### config.mk
export PLATFORM = sky130hd
export DESIGN_NAME = uart_baud
export DESIGN_NICKNAME = d
export VERILOG_FILES = /design/src/in_sync.v /design/src/sync_fifo.v /design/src/uart_baud.v
export VERILOG_INCLUDE_DIRS = /design/src
export SDC_FILE = /design/constraint.sdc
export NUM_CORES = 1
export LEC_CHECK = 0
export BUFFER_PORTS_ARGS = -buffer_cell sky130_fd_sc_hd__buf_4
export CORE_ASPECT_RATIO = 1.1
export CORE_MARGIN = 2
export CORE_UTILIZATION = 58
export DETAILED_ROUTE_END_ITERATION = 12
export PLACE_DENSITY = 0.8
export SLEW_MARGIN = 40
export SYNTH_ARGS = -nofsm -noshare
export SYNTH_HDL_FRONTEND = slang
export SYNTH_SLANG_ARGS = --single-unit
### constraint.sdc
create_clock -name aclk -period 3.6 [get_ports aclk]
set_input_delay 0.36 -clock aclk [delete_from_list [all_inputs] [get_ports aclk]]
set_output_delay 0.36 -clock aclk [all_outputs]
set_load 0.01 [all_outputs]
### src/uart_consts.vh
`ifndef UART_CONSTS_VH
`define UART_CONSTS_VH

// Register byte offsets on the AXI4-Lite port
`define OFS_DATA      4'h0
`define OFS_MODE      4'h4
`define OFS_BAUD      4'h8
`define OFS_MODE_BIT  4'hC

// Mode register fields
`define MODE_TX_EN    7
`define MODE_RX_EN    6
`define MODE_LEN7     5
`define STAT_TX_BUSY  3
`define STAT_OVERRUN  2
`define STAT_FRAMING  1
`define STAT_RX_FULL  0

// Single-bit write op: index field and value bit
`define BITOP_IDX_HI  2
`define BITOP_VAL     3
`define BITOP_IDX_MIN 3'h5

// Baud register fields
`define BAUD_N_HI     6
`define BAUD_N_LO     4
`define BAUD_K_HI     3
`define BAUD_K_LO     0

// Reset values
`define MODE_CTL_RST  3'h0
`define BAUD_RST      8'h00

// Modulo base of the divider, minus one (k + 16 ticks per bit)
`define MOD_BASE_M1   5'h0F

// Frame lengths after the start bit (data plus stop for TX, data only for RX)
`define TX_LEFT_8     4'h9
`define TX_LEFT_7     4'h8
`define RX_BITS_8     4'h8
`define RX_BITS_7     4'h7

// Transmit buffer depth
`define TXQ_DEPTH     4
`define TXQ_AW        2

// AXI responses
`define RESP_OKAY     2'h0
`define RESP_SLVERR   2'h2

`endif
### src/in_sync.v
// Three-stage pin synchroniser with agreement filter
module in_sync (
  input  wire aclk,
  input  wire aresetn,
  input  wire din,
  output reg  dout
);

  reg s1_r;
  reg s2_r;
  reg s3_r;

  // Line idles high, so all stages reset high
  always @(posedge aclk) begin
    if (!aresetn) begin
      s1_r <= 1'b1;
      s2_r <= 1'b1;
      s3_r <= 1'b1;
      dout <= 1'b1;
    end else begin
      s1_r <= din;
      s2_r <= s1_r;
      s3_r <= s2_r;
      // Change counts only once stages two and three agree
      if (s2_r == s3_r) begin
        dout <= s2_r;
      end
    end
  end

endmodule

### src/sync_fifo.v
// Small flop-based FIFO with valid/ready on both sides
module sync_fifo #(
  parameter WIDTH = 8,
  parameter DEPTH = 4,
  parameter AW    = 2
) (
  input  wire             aclk,
  input  wire             aresetn,
  input  wire             in_valid,
  output wire             in_ready,
  input  wire [WIDTH-1:0] in_data,
  output wire             out_valid,
  input  wire             out_ready,
  output wire [WIDTH-1:0] out_data
);

  reg [WIDTH-1:0] mem_r [0:DEPTH-1];
  reg [AW-1:0]    wr_ptr_r;
  reg [AW-1:0]    rd_ptr_r;
  reg [AW:0]      count_r;

  wire push = in_valid & in_ready;
  wire pop  = out_valid & out_ready;

  // Honest full and empty from the occupancy count
  assign in_ready  = (count_r != DEPTH[AW:0]);
  assign out_valid = (count_r != {(AW+1){1'b0}});
  assign out_data  = mem_r[rd_ptr_r];

  // Storage write, no reset needed for data
  always @(posedge aclk) begin
    if (push) begin
      mem_r[wr_ptr_r] <= in_data;
    end
  end

  // Pointers wrap naturally since depth is a power of two
  always @(posedge aclk) begin
    if (!aresetn) begin
      wr_ptr_r <= {AW{1'b0}};
      rd_ptr_r <= {AW{1'b0}};
      count_r  <= {(AW+1){1'b0}};
    end else begin
      if (push) begin
        wr_ptr_r <= wr_ptr_r + {{(AW-1){1'b0}}, 1'b1};
      end
      if (pop) begin
        rd_ptr_r <= rd_ptr_r + {{(AW-1){1'b0}}, 1'b1};
      end
      if (push && !pop) begin
        count_r <= count_r + {{AW{1'b0}}, 1'b1};
      end else if (pop && !push) begin
        count_r <= count_r - {{AW{1'b0}}, 1'b1};
      end
    end
  end

endmodule

### src/uart_baud.v
// The register addresses and the AXI4-Lite interface to the registers were chosen for this implementation.
`include "uart_consts.vh"

module uart_baud (
  input  wire        aclk,
  input  wire        aresetn,
  input  wire [3:0]  s_axi_awaddr,
  input  wire        s_axi_awvalid,
  output reg         s_axi_awready,
  input  wire [31:0] s_axi_wdata,
  input  wire [3:0]  s_axi_wstrb,
  input  wire        s_axi_wvalid,
  output reg         s_axi_wready,
  output reg  [1:0]  s_axi_bresp,
  output reg         s_axi_bvalid,
  input  wire        s_axi_bready,
  input  wire [3:0]  s_axi_araddr,
  input  wire        s_axi_arvalid,
  output reg         s_axi_arready,
  output reg  [31:0] s_axi_rdata,
  output reg  [1:0]  s_axi_rresp,
  output reg         s_axi_rvalid,
  input  wire        s_axi_rready,
  input  wire        rxd,
  output reg         txd
);

  localparam RX_IDLE  = 2'h0;
  localparam RX_START = 2'h1;
  localparam RX_DATA  = 2'h2;
  localparam RX_STOP  = 2'h3;

  //////////////////////////////////////////////////////////////////////////
  // Declarations

  reg        aw_held_r;
  reg        w_held_r;
  reg  [3:0] waddr_r;
  reg  [7:0] wbyte_r;
  reg        wlane_r;

  reg  [2:0] mode_ctl_r;
  reg  [7:0] baud_ctl_r;
  reg        rx_full_r;
  reg        overrun_r;
  reg        framing_r;
  reg  [7:0] rx_buf_r;

  reg  [7:0] pre_cnt_r;
  reg        fine_tick_r;

  reg        tx_busy_r;
  reg  [8:0] tx_sh_r;
  reg  [3:0] tx_left_r;
  reg  [4:0] tx_tmr_r;

  reg  [1:0] rx_state_r;
  reg  [4:0] rx_tmr_r;
  reg  [3:0] rx_cnt_r;
  reg  [7:0] rx_sh_r;

  reg  [7:0] rd_byte;

  wire       rx_line;
  wire       q_in_ready;
  wire       q_out_valid;
  wire       q_out_ready;
  wire [7:0] q_out_data;

  wire tx_en = mode_ctl_r[2];
  wire rx_en = mode_ctl_r[1];
  wire len7  = mode_ctl_r[0];

  //////////////////////////////////////////////////////////////////////////
  // AXI4-Lite handshakes and write channel

  wire aw_take = s_axi_awvalid & s_axi_awready;
  wire w_take  = s_axi_wvalid & s_axi_wready;
  wire b_take  = s_axi_bvalid & s_axi_bready;
  wire ar_take = s_axi_arvalid & s_axi_arready;
  wire r_take  = s_axi_rvalid & s_axi_rready;

  wire wr_data  = (waddr_r == `OFS_DATA);
  wire wr_mode  = (waddr_r == `OFS_MODE);
  wire wr_baud  = (waddr_r == `OFS_BAUD);
  wire wr_bitop = (waddr_r == `OFS_MODE_BIT);
  wire wr_known = wr_data | wr_mode | wr_baud | wr_bitop;

  // A full transmit queue stalls the response, so writes never drop
  wire wr_go = aw_held_r & w_held_r & ~s_axi_bvalid &
               (~wr_data | ~wlane_r | q_in_ready);
  wire do_wr = wr_go & wlane_r;

  wire aw_held_nxt = wr_go ? 1'b0 : (aw_held_r | aw_take);
  wire w_held_nxt  = wr_go ? 1'b0 : (w_held_r | w_take);
  wire bvalid_nxt  = wr_go ? 1'b1 : (b_take ? 1'b0 : s_axi_bvalid);
  wire rvalid_nxt  = ar_take ? 1'b1 : (r_take ? 1'b0 : s_axi_rvalid);

  // Address and data are caught independently, either order
  always @(posedge aclk) begin
    if (!aresetn) begin
      aw_held_r     <= 1'b0;
      w_held_r      <= 1'b0;
      waddr_r       <= 4'h0;
      wbyte_r       <= 8'h00;
      wlane_r       <= 1'b0;
      s_axi_awready <= 1'b0;
      s_axi_wready  <= 1'b0;
      s_axi_bvalid  <= 1'b0;
      s_axi_bresp   <= `RESP_OKAY;
    end else begin
      if (aw_take) begin
        waddr_r <= s_axi_awaddr;
      end
      if (w_take) begin
        wbyte_r <= s_axi_wdata[7:0];
        wlane_r <= s_axi_wstrb[0];
      end
      if (wr_go) begin
        s_axi_bresp <= wr_known ? `RESP_OKAY : `RESP_SLVERR;
      end
      aw_held_r     <= aw_held_nxt;
      w_held_r      <= w_held_nxt;
      s_axi_bvalid  <= bvalid_nxt;
      // One write in flight: ready reopens after the response
      s_axi_awready <= ~aw_held_nxt & ~bvalid_nxt;
      s_axi_wready  <= ~w_held_nxt & ~bvalid_nxt;
    end
  end

  //////////////////////////////////////////////////////////////////////////
  // AXI4-Lite read channel

  wire rd_data = (s_axi_araddr == `OFS_DATA);
  wire rd_clr  = ar_take & rd_data;

  // Read mux; data offset returns the receive side only
  always @* begin
    rd_byte = 8'h00;
    case (s_axi_araddr)
      `OFS_DATA: rd_byte = rx_buf_r;
      `OFS_MODE: begin
        rd_byte[`MODE_TX_EN]   = tx_en;
        rd_byte[`MODE_RX_EN]   = rx_en;
        rd_byte[`MODE_LEN7]    = len7;
        rd_byte[`STAT_TX_BUSY] = tx_busy_r | q_out_valid;
        rd_byte[`STAT_OVERRUN] = overrun_r;
        rd_byte[`STAT_FRAMING] = framing_r;
        rd_byte[`STAT_RX_FULL] = rx_full_r;
      end
      `OFS_BAUD: rd_byte = baud_ctl_r;
      default:   rd_byte = 8'h00;
    endcase
  end

  // Read answer one cycle after the address is taken
  always @(posedge aclk) begin
    if (!aresetn) begin
      s_axi_arready <= 1'b0;
      s_axi_rvalid  <= 1'b0;
      s_axi_rdata   <= 32'h00000000;
      s_axi_rresp   <= `RESP_OKAY;
    end else begin
      if (ar_take) begin
        s_axi_rdata <= {24'h000000, rd_byte};
        if (s_axi_araddr == `OFS_DATA || s_axi_araddr == `OFS_MODE ||
            s_axi_araddr == `OFS_BAUD) begin
          s_axi_rresp <= `RESP_OKAY;
        end else begin
          s_axi_rresp <= `RESP_SLVERR;
        end
      end
      s_axi_rvalid  <= rvalid_nxt;
      s_axi_arready <= ~rvalid_nxt;
    end
  end

  //////////////////////////////////////////////////////////////////////////
  // Control registers

  wire [2:0] bit_idx = wbyte_r[`BITOP_IDX_HI:0];
  wire [2:0] bit_ofs = bit_idx - `BITOP_IDX_MIN;

  // Mode takes a whole byte or one bit; baud only a whole byte
  always @(posedge aclk) begin
    if (!aresetn) begin
      mode_ctl_r <= `MODE_CTL_RST;
      baud_ctl_r <= `BAUD_RST;
    end else if (do_wr) begin
      if (wr_mode) begin
        mode_ctl_r <= wbyte_r[`MODE_TX_EN:`MODE_LEN7];
      end
      if (wr_bitop && bit_idx >= `BITOP_IDX_MIN) begin
        mode_ctl_r[bit_ofs[1:0]] <= wbyte_r[`BITOP_VAL];
      end
      if (wr_baud) begin
        baud_ctl_r <= wbyte_r;
      end
    end
  end

  //////////////////////////////////////////////////////////////////////////
  // Baud generator

  // Invalid codes are not trapped; the divider just follows the fields
  wire [2:0] pre_n = baud_ctl_r[`BAUD_N_HI:`BAUD_N_LO];
  wire [3:0] mod_k = baud_ctl_r[`BAUD_K_HI:`BAUD_K_LO];
  wire [8:0] pre_pow = 9'h002 << pre_n;
  wire [8:0] pre_m1  = pre_pow - 9'h001;
  wire [4:0] mod_lim = {1'b0, mod_k} + `MOD_BASE_M1;
  wire [4:0] mod_half = {1'b0, mod_lim[4:1]};

  // Fine tick at fx / 2^(n+1); bit time is k+16 ticks
  always @(posedge aclk) begin
    if (!aresetn) begin
      pre_cnt_r   <= 8'h00;
      fine_tick_r <= 1'b0;
    end else if (pre_cnt_r >= pre_m1[7:0]) begin
      pre_cnt_r   <= 8'h00;
      fine_tick_r <= 1'b1;
    end else begin
      pre_cnt_r   <= pre_cnt_r + 8'h01;
      fine_tick_r <= 1'b0;
    end
  end

  //////////////////////////////////////////////////////////////////////////
  // Transmit queue and transmitter

  sync_fifo #(
    .WIDTH (8),
    .DEPTH (`TXQ_DEPTH),
    .AW    (`TXQ_AW)
  ) u_txq (
    .aclk      (aclk),
    .aresetn   (aresetn),
    .in_valid  (do_wr & wr_data),
    .in_ready  (q_in_ready),
    .in_data   (wbyte_r),
    .out_valid (q_out_valid),
    .out_ready (q_out_ready),
    .out_data  (q_out_data)
  );

  // Queue drains only while idle and enabled; this is what fills it
  assign q_out_ready = ~tx_busy_r & tx_en;

  // Start bit goes out on load; shifter holds data then stop
  always @(posedge aclk) begin
    if (!aresetn) begin
      tx_busy_r <= 1'b0;
      tx_sh_r   <= 9'h1FF;
      tx_left_r <= 4'h0;
      tx_tmr_r  <= 5'h00;
      txd       <= 1'b1;
    end else if (!tx_busy_r) begin
      if (q_out_valid && tx_en) begin
        tx_busy_r <= 1'b1;
        txd       <= 1'b0;
        tx_tmr_r  <= 5'h00;
        if (len7) begin
          tx_sh_r   <= {2'b11, q_out_data[6:0]};
          tx_left_r <= `TX_LEFT_7;
        end else begin
          tx_sh_r   <= {1'b1, q_out_data};
          tx_left_r <= `TX_LEFT_8;
        end
      end
    end else if (fine_tick_r) begin
      if (tx_tmr_r >= mod_lim) begin
        tx_tmr_r <= 5'h00;
        if (tx_left_r == 4'h0) begin
          tx_busy_r <= 1'b0;
        end else begin
          txd       <= tx_sh_r[0];
          tx_sh_r   <= {1'b1, tx_sh_r[8:1]};
          tx_left_r <= tx_left_r - 4'h1;
        end
      end else begin
        tx_tmr_r <= tx_tmr_r + 5'h01;
      end
    end
  end

  //////////////////////////////////////////////////////////////////////////
  // Receiver, independent of the transmitter

  in_sync u_rx_sync (
    .aclk    (aclk),
    .aresetn (aresetn),
    .din     (rxd),
    .dout    (rx_line)
  );

  wire rx_bit_end = fine_tick_r & (rx_tmr_r >= mod_lim);
  wire rx_load    = (rx_state_r == RX_STOP) & rx_bit_end;
  wire [3:0] rx_bits = len7 ? `RX_BITS_7 : `RX_BITS_8;

  // Start is checked at mid-bit, then samples fall one bit apart
  always @(posedge aclk) begin
    if (!aresetn) begin
      rx_state_r <= RX_IDLE;
      rx_tmr_r   <= 5'h00;
      rx_cnt_r   <= 4'h0;
      rx_sh_r    <= 8'h00;
    end else begin
      case (rx_state_r)
        RX_IDLE: begin
          rx_tmr_r <= 5'h00;
          rx_cnt_r <= 4'h0;
          if (rx_en && !rx_line) begin
            rx_state_r <= RX_START;
          end
        end
        RX_START: begin
          if (fine_tick_r) begin
            if (rx_tmr_r >= mod_half) begin
              rx_tmr_r   <= 5'h00;
              // Glitch shorter than half a bit is dropped
              rx_state_r <= rx_line ? RX_IDLE : RX_DATA;
            end else begin
              rx_tmr_r <= rx_tmr_r + 5'h01;
            end
          end
        end
        RX_DATA: begin
          if (rx_bit_end) begin
            rx_tmr_r <= 5'h00;
            rx_sh_r  <= {rx_line, rx_sh_r[7:1]};
            rx_cnt_r <= rx_cnt_r + 4'h1;
            if (rx_cnt_r + 4'h1 == rx_bits) begin
              rx_state_r <= RX_STOP;
            end
          end else if (fine_tick_r) begin
            rx_tmr_r <= rx_tmr_r + 5'h01;
          end
        end
        RX_STOP: begin
          if (rx_bit_end) begin
            rx_state_r <= RX_IDLE;
          end else if (fine_tick_r) begin
            rx_tmr_r <= rx_tmr_r + 5'h01;
          end
        end
        default: rx_state_r <= RX_IDLE;
      endcase
    end
  end

  //////////////////////////////////////////////////////////////////////////
  // Receive buffer and status flags

  // New byte always replaces the buffer; full and framing sets beat a same-cycle read
  always @(posedge aclk) begin
    if (!aresetn) begin
      rx_buf_r  <= 8'h00;
      rx_full_r <= 1'b0;
      overrun_r <= 1'b0;
      framing_r <= 1'b0;
    end else begin
      if (rx_load) begin
        if (len7) begin
          rx_buf_r <= {1'b0, rx_sh_r[7:1]};
        end else begin
          rx_buf_r <= rx_sh_r;
        end
      end
      if (rx_load) begin
        rx_full_r <= 1'b1;
      end else if (rd_clr) begin
        rx_full_r <= 1'b0;
      end
      if (rx_load && rx_full_r && !rd_clr) begin
        overrun_r <= 1'b1;
      end else if (rd_clr) begin
        overrun_r <= 1'b0;
      end
      if (rx_load && !rx_line) begin
        framing_r <= 1'b1;
      end else if (rd_clr) begin
        framing_r <= 1'b0;
      end
    end
  end

endmodule

After elaboration in Yosys (flattened, before gate mapping)
Memories as Yosys holds them, arrays and structs flattened. A register that Yosys moved wholly into a read port is not among the register bits.
Index checks and enable logic that the tools add are counted.
- word-level logic and storage cells: 221
- memory bits (writable): 32
- bits in registers: 113
- memories kept: 1
- memories (memory ; depth ; bits a word ; read ports ; clocked after memory_dff ; wr ports ; line ; text):
    u_txq.mem_r ; 4 ; 8 ; 1 ; 1 ; 1 ; sync_fifo.v:17 ; reg [WIDTH-1:0] mem_r [0:DEPTH-1];
- shift-type cells: 1
- order comparisons: 7
- reduce and logical (&&, ||, !) cells: 34
- bitwise operators: 35
- add/subtract/negate cells: 12
- multiplexer cells: 73
- equality and inequality tests: 21
- operators by type and width (operator ; count):
    $mux 5 ; 9
    $mux 9 ; 5
    $mux 4 ; 7
    $mux 1 ; 25
    $mux 2 ; 11
    $pmux 5 s4 ; 1
    $and 1x1->1 ; 18
    $mux 3 ; 6
    $ne 2x2->1 const B ; 9
    $mux 8 ; 2
    $eq 4x4->1 const B ; 3
    $logic_not 4->1 ; 3
    $pmux 4 s3 ; 1
    $reduce_bool 2->1 ; 6
    $add 5x1->5 const B ; 2
    $ge 5x5->1 ; 2
    $reduce_and 2->1 ; 5
    $logic_and 1x1->1 ; 9
    $not 1->1 ; 9
    $pmux 3 s3 ; 1
    $add 8x1->8 const B ; 1
    $eq 4x3->1 const B ; 2
    $ge 8x8->1 ; 1
    $or 1x1->1 ; 8
    other kinds (31) ; 37

Depth between registers and ports, before layout
- word-level depth: 12
- depth in mapped cells: 13
- depth with buffers taken out: 11

Cells and area by module
From an unflattened synthesis, not the netlist that was laid out.
- cells, all modules: 733
- area total of the unflattened synthesis: 7113.1 um^2
- by module, submodules not included (module ; cells each ; times used ; sequential area each (um^2) ; area each (um^2)):
    uart_baud ; 633 ; 1 ; 1981.9 ; 5343.9
    sync_fifo ; 90 ; 1 ; 1141.1 ; 1656.6
    in_sync ; 10 ; 1 ; 80.1 ; 112.6

Worst setup path before layout
No wires, ideal clock.
- kind: register to register
- start point: register waddr_r[2]
- end point: register u_txq.count_r[2]
- arrival: 2.648 ns
- cell stages (with the launch flop): 9
- required time: 3.530 ns
- path buffers: 0
- library setup time: 0.070 ns
- setup slack: 0.881 ns
- cells stage by stage: dfxtp_1 > or4_1 > a211oi_1 > ha_1 > inv_1 > fa_1 > xor2_1 > or3_1 > a21oi_1
- longest elaborated chain between the ends: 11
- ends and longest elaborated chain (what ; line ; text):
    from (decl) ; uart_baud.v:38 ; reg [3:0] waddr_r;
    from (signal assigned) ; uart_baud.v:113 ; waddr_r <= s_axi_awaddr;
    $logic_not 4->1 (no source line) (*) ; -- ;
    $not 1->1 ; uart_baud.v:91 ; (~wr_data | ~wlane_r | q_in_ready);
    $or 1x1->1 (2 in a row) ; uart_baud.v:91 ;
    $and 1x1->1 ; uart_baud.v:90 ; wire wr_go = aw_held_r & w_held_r & ~s_axi_bvalid &
    $and 1x1->1 ; uart_baud.v:92 ; wire do_wr = wr_go & wlane_r;
    $and 1x1->1 (*) ; uart_baud.v:237 ; .in_valid (do_wr & wr_data),
    $and 1x1->1 (*) ; sync_fifo.v:22 ; wire push = in_valid & in_ready;
    via u_txq.push ; sync_fifo.v:22 ;
    $logic_not 1->1 ; sync_fifo.v:52 ; end else if (pop && !push) begin
    $logic_and 1x1->1 ; sync_fifo.v:52 ;
    $reduce_bool 2->1 (no source line) ; -- ;
    to (signal assigned) ; sync_fifo.v:42 ; count_r <= {(AW+1){1'b0}};
    to (signal assigned) ; sync_fifo.v:51 ; count_r <= count_r + {{AW{1'b0}}, 1'b1};
    to (signal assigned) ; sync_fifo.v:53 ; count_r <= count_r - {{AW{1'b0}}, 1'b1};
    to (decl) ; sync_fifo.v:20 ; reg [AW:0] count_r;
The timed path passes the listed nets; every way through them passes the cells marked *.
A chain may end at the register's enable or synchronous reset.

Worst setup path after layout
- start point: register baud_ctl_r[0]
- end point: register rx_buf_r[1]
- longest elaborated chain between the ends: 4
- ends and longest elaborated chain (what ; line ; text):
    from (decl) ; uart_baud.v:43 ; reg [7:0] baud_ctl_r;
    from (signal assigned) ; uart_baud.v:188 ; baud_ctl_r <= `BAUD_RST;
    from (signal assigned) ; uart_baud.v:197 ; baud_ctl_r <= wbyte_r;
    $add 4x4->5 (no source line) ; -- ;
    $ge 5x5->1 ; uart_baud.v:295 ; wire rx_bit_end = fine_tick_r & (rx_tmr_r >= mod_lim);
    $and 1x1->1 ; uart_baud.v:295 ;
    $and 1x1->1 ; uart_baud.v:296 ; wire rx_load = (rx_state_r == RX_STOP) & rx_bit_end;
    to (signal assigned) ; uart_baud.v:363 ; rx_buf_r <= {1'b0, rx_sh_r[7:1]};
    to (signal assigned) ; uart_baud.v:365 ; rx_buf_r <= rx_sh_r;
    to (decl) ; uart_baud.v:47 ; reg [7:0] rx_buf_r;
No other way between the ends.

==> out/qor.csv <==
stage,metric,value,unit
status,status,"complete, no violations",
placement,detailed placer's ending HPWL,10030,µm
floorplan,die height,119.1,µm
routing,met3 WL,634,µm
synth,Ys Warns,0,
synth,Syn Area/Cell,9.756,µm²
placement,placed instance area,0.007274,mm²
sta,Rel. slew slack,44.25,%
global_routing,first-pass GRT wire length,24460,µm
power_and_ir_drop,Leakage,3.126,nW
cells_and_area,Register Area,0.003203,mm²
routing,DRC violations left,0,
placement,port bufs,40,
synth,"Seq/Total Area, Yosys",45.85,%
worst_hold_path,HP Class,in -> reg,
sta,setup slack after layout,0.5260,ns
floorplan,Die X,108.6,µm
floorplan,Die ar.,0.01294,mm²
sta,Fin. Hold Viols,0,
power_and_ir_drop,overall power,3.725,mW
clock_tree,CTS tree,built,
synth,async set-reset flop share out of synthesis,0,%
clock_tree,number of clock sinks,144,
sta,setup violators final,0,
synth,unique cell type count in the Yosys netlist,79,
floorplan,# IOs,94,
floorplan,Initial Utilization,58.82,%
routing,met2 wire length,7572,µm
synth,"Primary FF master, synth",dfxtp_1,
placement,dpl ws,0.5824,ns
critical_path,CP startpoint,baud_ctl_r[0],
synth,top-count cell post-synth,dfxtp_1,
cells_and_area,share of cells above drive strength 1,14.49,%
sta,min cycle time layout,3.074,ns
critical_path,CP max FO,19,
clock_tree,CTS Buffer Depth,2,
global_routing,largest net degree at the start of global routing,37,
cells_and_area,area of the multi-input gates,0.003455,mm²
global_routing,vias in the first global route,5214,
routing,1st-pass router iterations,5,
routing,post-DR wirelength/cell,16.23,µm
clock_tree,CTS Buf Count,17,
critical_path,FF-to-FF Start,baud_ctl_r[0],
synth,number of flops mapped to enable cells by yosys,32,
routing,M1 wire length,6341,µm
routing,"antenna viol nets, final",0,
cells_and_area,area delta synth->final,12.48,%
clock_tree,clk slew on worst S/H paths,0.06,ns
routing,total routed wirelength,14820,µm
sta,Fmax achieved,325.3,MHz
routing,Vias,5286,
placement,gpl congestion,0.8292,
sta,Final Skew,0.009185,ns
critical_path,Worst setup SP type,register,
critical_path,max incr delay on CP,0.59,ns
clock_tree,CTS resizes,0,
routing,uppermost layer routed,met4,
sta,setup TNS,0,ns
clock_tree,CTS H-tree depth,4,
cells_and_area,fillers,917,
flow_run,Max-Cap Viols,0,
cells_and_area,ANT cells,0,
critical_path,Reg2Reg Depth,11,
critical_path,critical path data required time,3.92,ns
critical_path,endpoint class of the critical path,register,
worst_hold_path,Hold Path Cell Cnt,2,
critical_path,crit path DAT,3.39,ns
global_routing,total grt overflow,0,
critical_path,Worst R2R End,rx_buf_r[1],
routing,vias per cell,5.790,
worst_hold_path,Hold EP,u_rx_sync.s1_r,
critical_path,crit-path cells,"inv_1, ha_1, xnor2_1, ha_1, nand2_1, o21ai_0, maj3_2, a21oi_2, nor2_2, nor2_1, a211oi_1",
floorplan,Core Area,0.01188,mm²
synth,leading area contributor after synthesis,dfxtp_1,
synth,Seq cells post-synth,144,
worst_hold_path,hold_sp,rxd,
critical_path,FF-to-FF setup slack,0.53,ns
synth,Gate Count Post-Synth,716,
clock_tree,Clock Tree Root,clkbuf_16,
global_routing,GRT Total Usage,23.86,%
synth,top-area cell type share of the netlist area,32.10,%
critical_path,Buf/Inv on CP,1,
cells_and_area,nets@finish,829,
sta,Slew @ Worst Pin,0.8349,ns
power_and_ir_drop,P per Cell Area,474.1,mW/mm²
critical_path,Top delay family on crit path,adder cells,
clock_tree,post-CTS setup buffer count,0,
critical_path,slowest CP cell,nor2_2,
synth,leading cell types by count after synthesis,"dfxtp_1, nor2_1, nand2_1, a21oi_1, mux2i_1",
sta,Final Max Slew Viols,0,
clock_tree,worst-skew pair later-pin latency,0.42,ns
cells_and_area,"Design Area, Final",0.007858,mm²
synth,"top cells by area, synth","dfxtp_1, edfxtp_1, mux2i_1",
critical_path,WS Path Type,reg -> reg,
sta,RSZ-0062 raised after global routing,false,
global_routing,initial antenna violation count,0,
routing,DRT iter0 DRCs,290,
synth,Synth Cell Area,0.006985,mm²
clock_tree,"Hold-fix buffers, CTS",0,
sta,Final Cycle Share,85.39,%
critical_path,"most used cell, CP",ha_1,
power_and_ir_drop,maximum vdd drop,0.3038,mV
floorplan,Core Rows,42,
[placed cells by master, fill, tap and decap left out, types with 6 or more instances in the layout]
master and instances:
a211oi_1 12, a21o_1 7, a21oi_1 43, a22oi_1 8
a31oi_1 9, a41oi_1 7, and2_1 6, buf_4 46
clkbuf_16 18, conb_1 26, dfxtp_1 112, edfxtp_1 32
ha_1 30, inv_1 19, mux2i_1 38, mux4_2 8
nand2_1 74, nand2b_1 9, nand3_1 21, nor2_1 80
nor3_1 9, o211ai_1 6, o21ai_0 17, xnor2_1 7
xor2_1 12
[worst max-delay path by stage]
stage / endpoint / cells past startpoint / slack, ns
after global placement: rx_cnt_r[2] / 12 / 0.68
final: rx_buf_r[1] / 11 / 0.53
after detailed placement: rx_cnt_r[2] / 12 / 0.58
after CTS: rx_buf_r[1] / 11 / 0.53
after floorplan: u_txq.count_r[2] / 8 / 0.88
after global routing: rx_buf_r[1] / 11 / 0.16
[metal layers]
metal	up-vias	global-route usage, %
met2	148	40.51
met5	-	0
met4	0	9.295
met3	24	4.926
li1	2575	-
met1	2539	29.49
[layout make-up]
class | instances | share of cell area [%]
inverters | 21 | 1.003
flip-flops and latches | 144 | 40.76
clock buffers | 21 | 6.003
clock inverters | 11 | 1.417
multi-input cells | 516 | 43.96
well taps | 154 | 2.452
repair buffers | 46 | 4.395
[metrics by stage]
step / hold WS (ns) / instances / utilization [%]
3_3_place_gp: 0.3879 / 881 / 61.25
6_report: 0.1287 / 913 / 66.16
4_1_cts: 0.1218 / 913 / 66.16
2_1_floorplan: 0.3863 / 741 / -
3_5_place_dp: 0.4031 / 881 / 61.25
5_1_grt: 0.1225 / 913 / 66.16
[logic make-up (layout without fill, tap and decap cells)]
kind of cell | Yosys count | after routing | share of synthesized area [%]
AO/OA/AOI/OAI | 139 | 139 | 13.40
flip-flops | 144 | 144 | 45.85
other | 1 | 26 | 0.05368
adder cells (fa/ha/maj) | 33 | 33 | 5.982
XOR/XNOR | 19 | 19 | 2.382
multiplexers | 51 | 51 | 8.830
buffers and inverters | 81 | 99 | 6.036
AND/OR/NAND/NOR | 248 | 248 | 17.46
[state kept, by name (all words and copies together), names as in the netlist, 8 cells and up, named ones only]
signal	cells
u_txq.mem_r	32
baud_ctl_r	8
pre_cnt_r	8
rx_buf_r	8
rx_sh_r	8
s_axi_rdata	8
tx_sh_r	8
wbyte_r	8
[power breakdown]
part	leakage [nW]	switching [mW]	total (mW)	internal (mW)
Combinational	1.64	0.134	0.239	0.105
Sequential	1.21	0.0645	1.75	1.68
Clock	0.283	0.667	1.74	1.07
No activity file was read; power rests on OpenSTA's default activity.
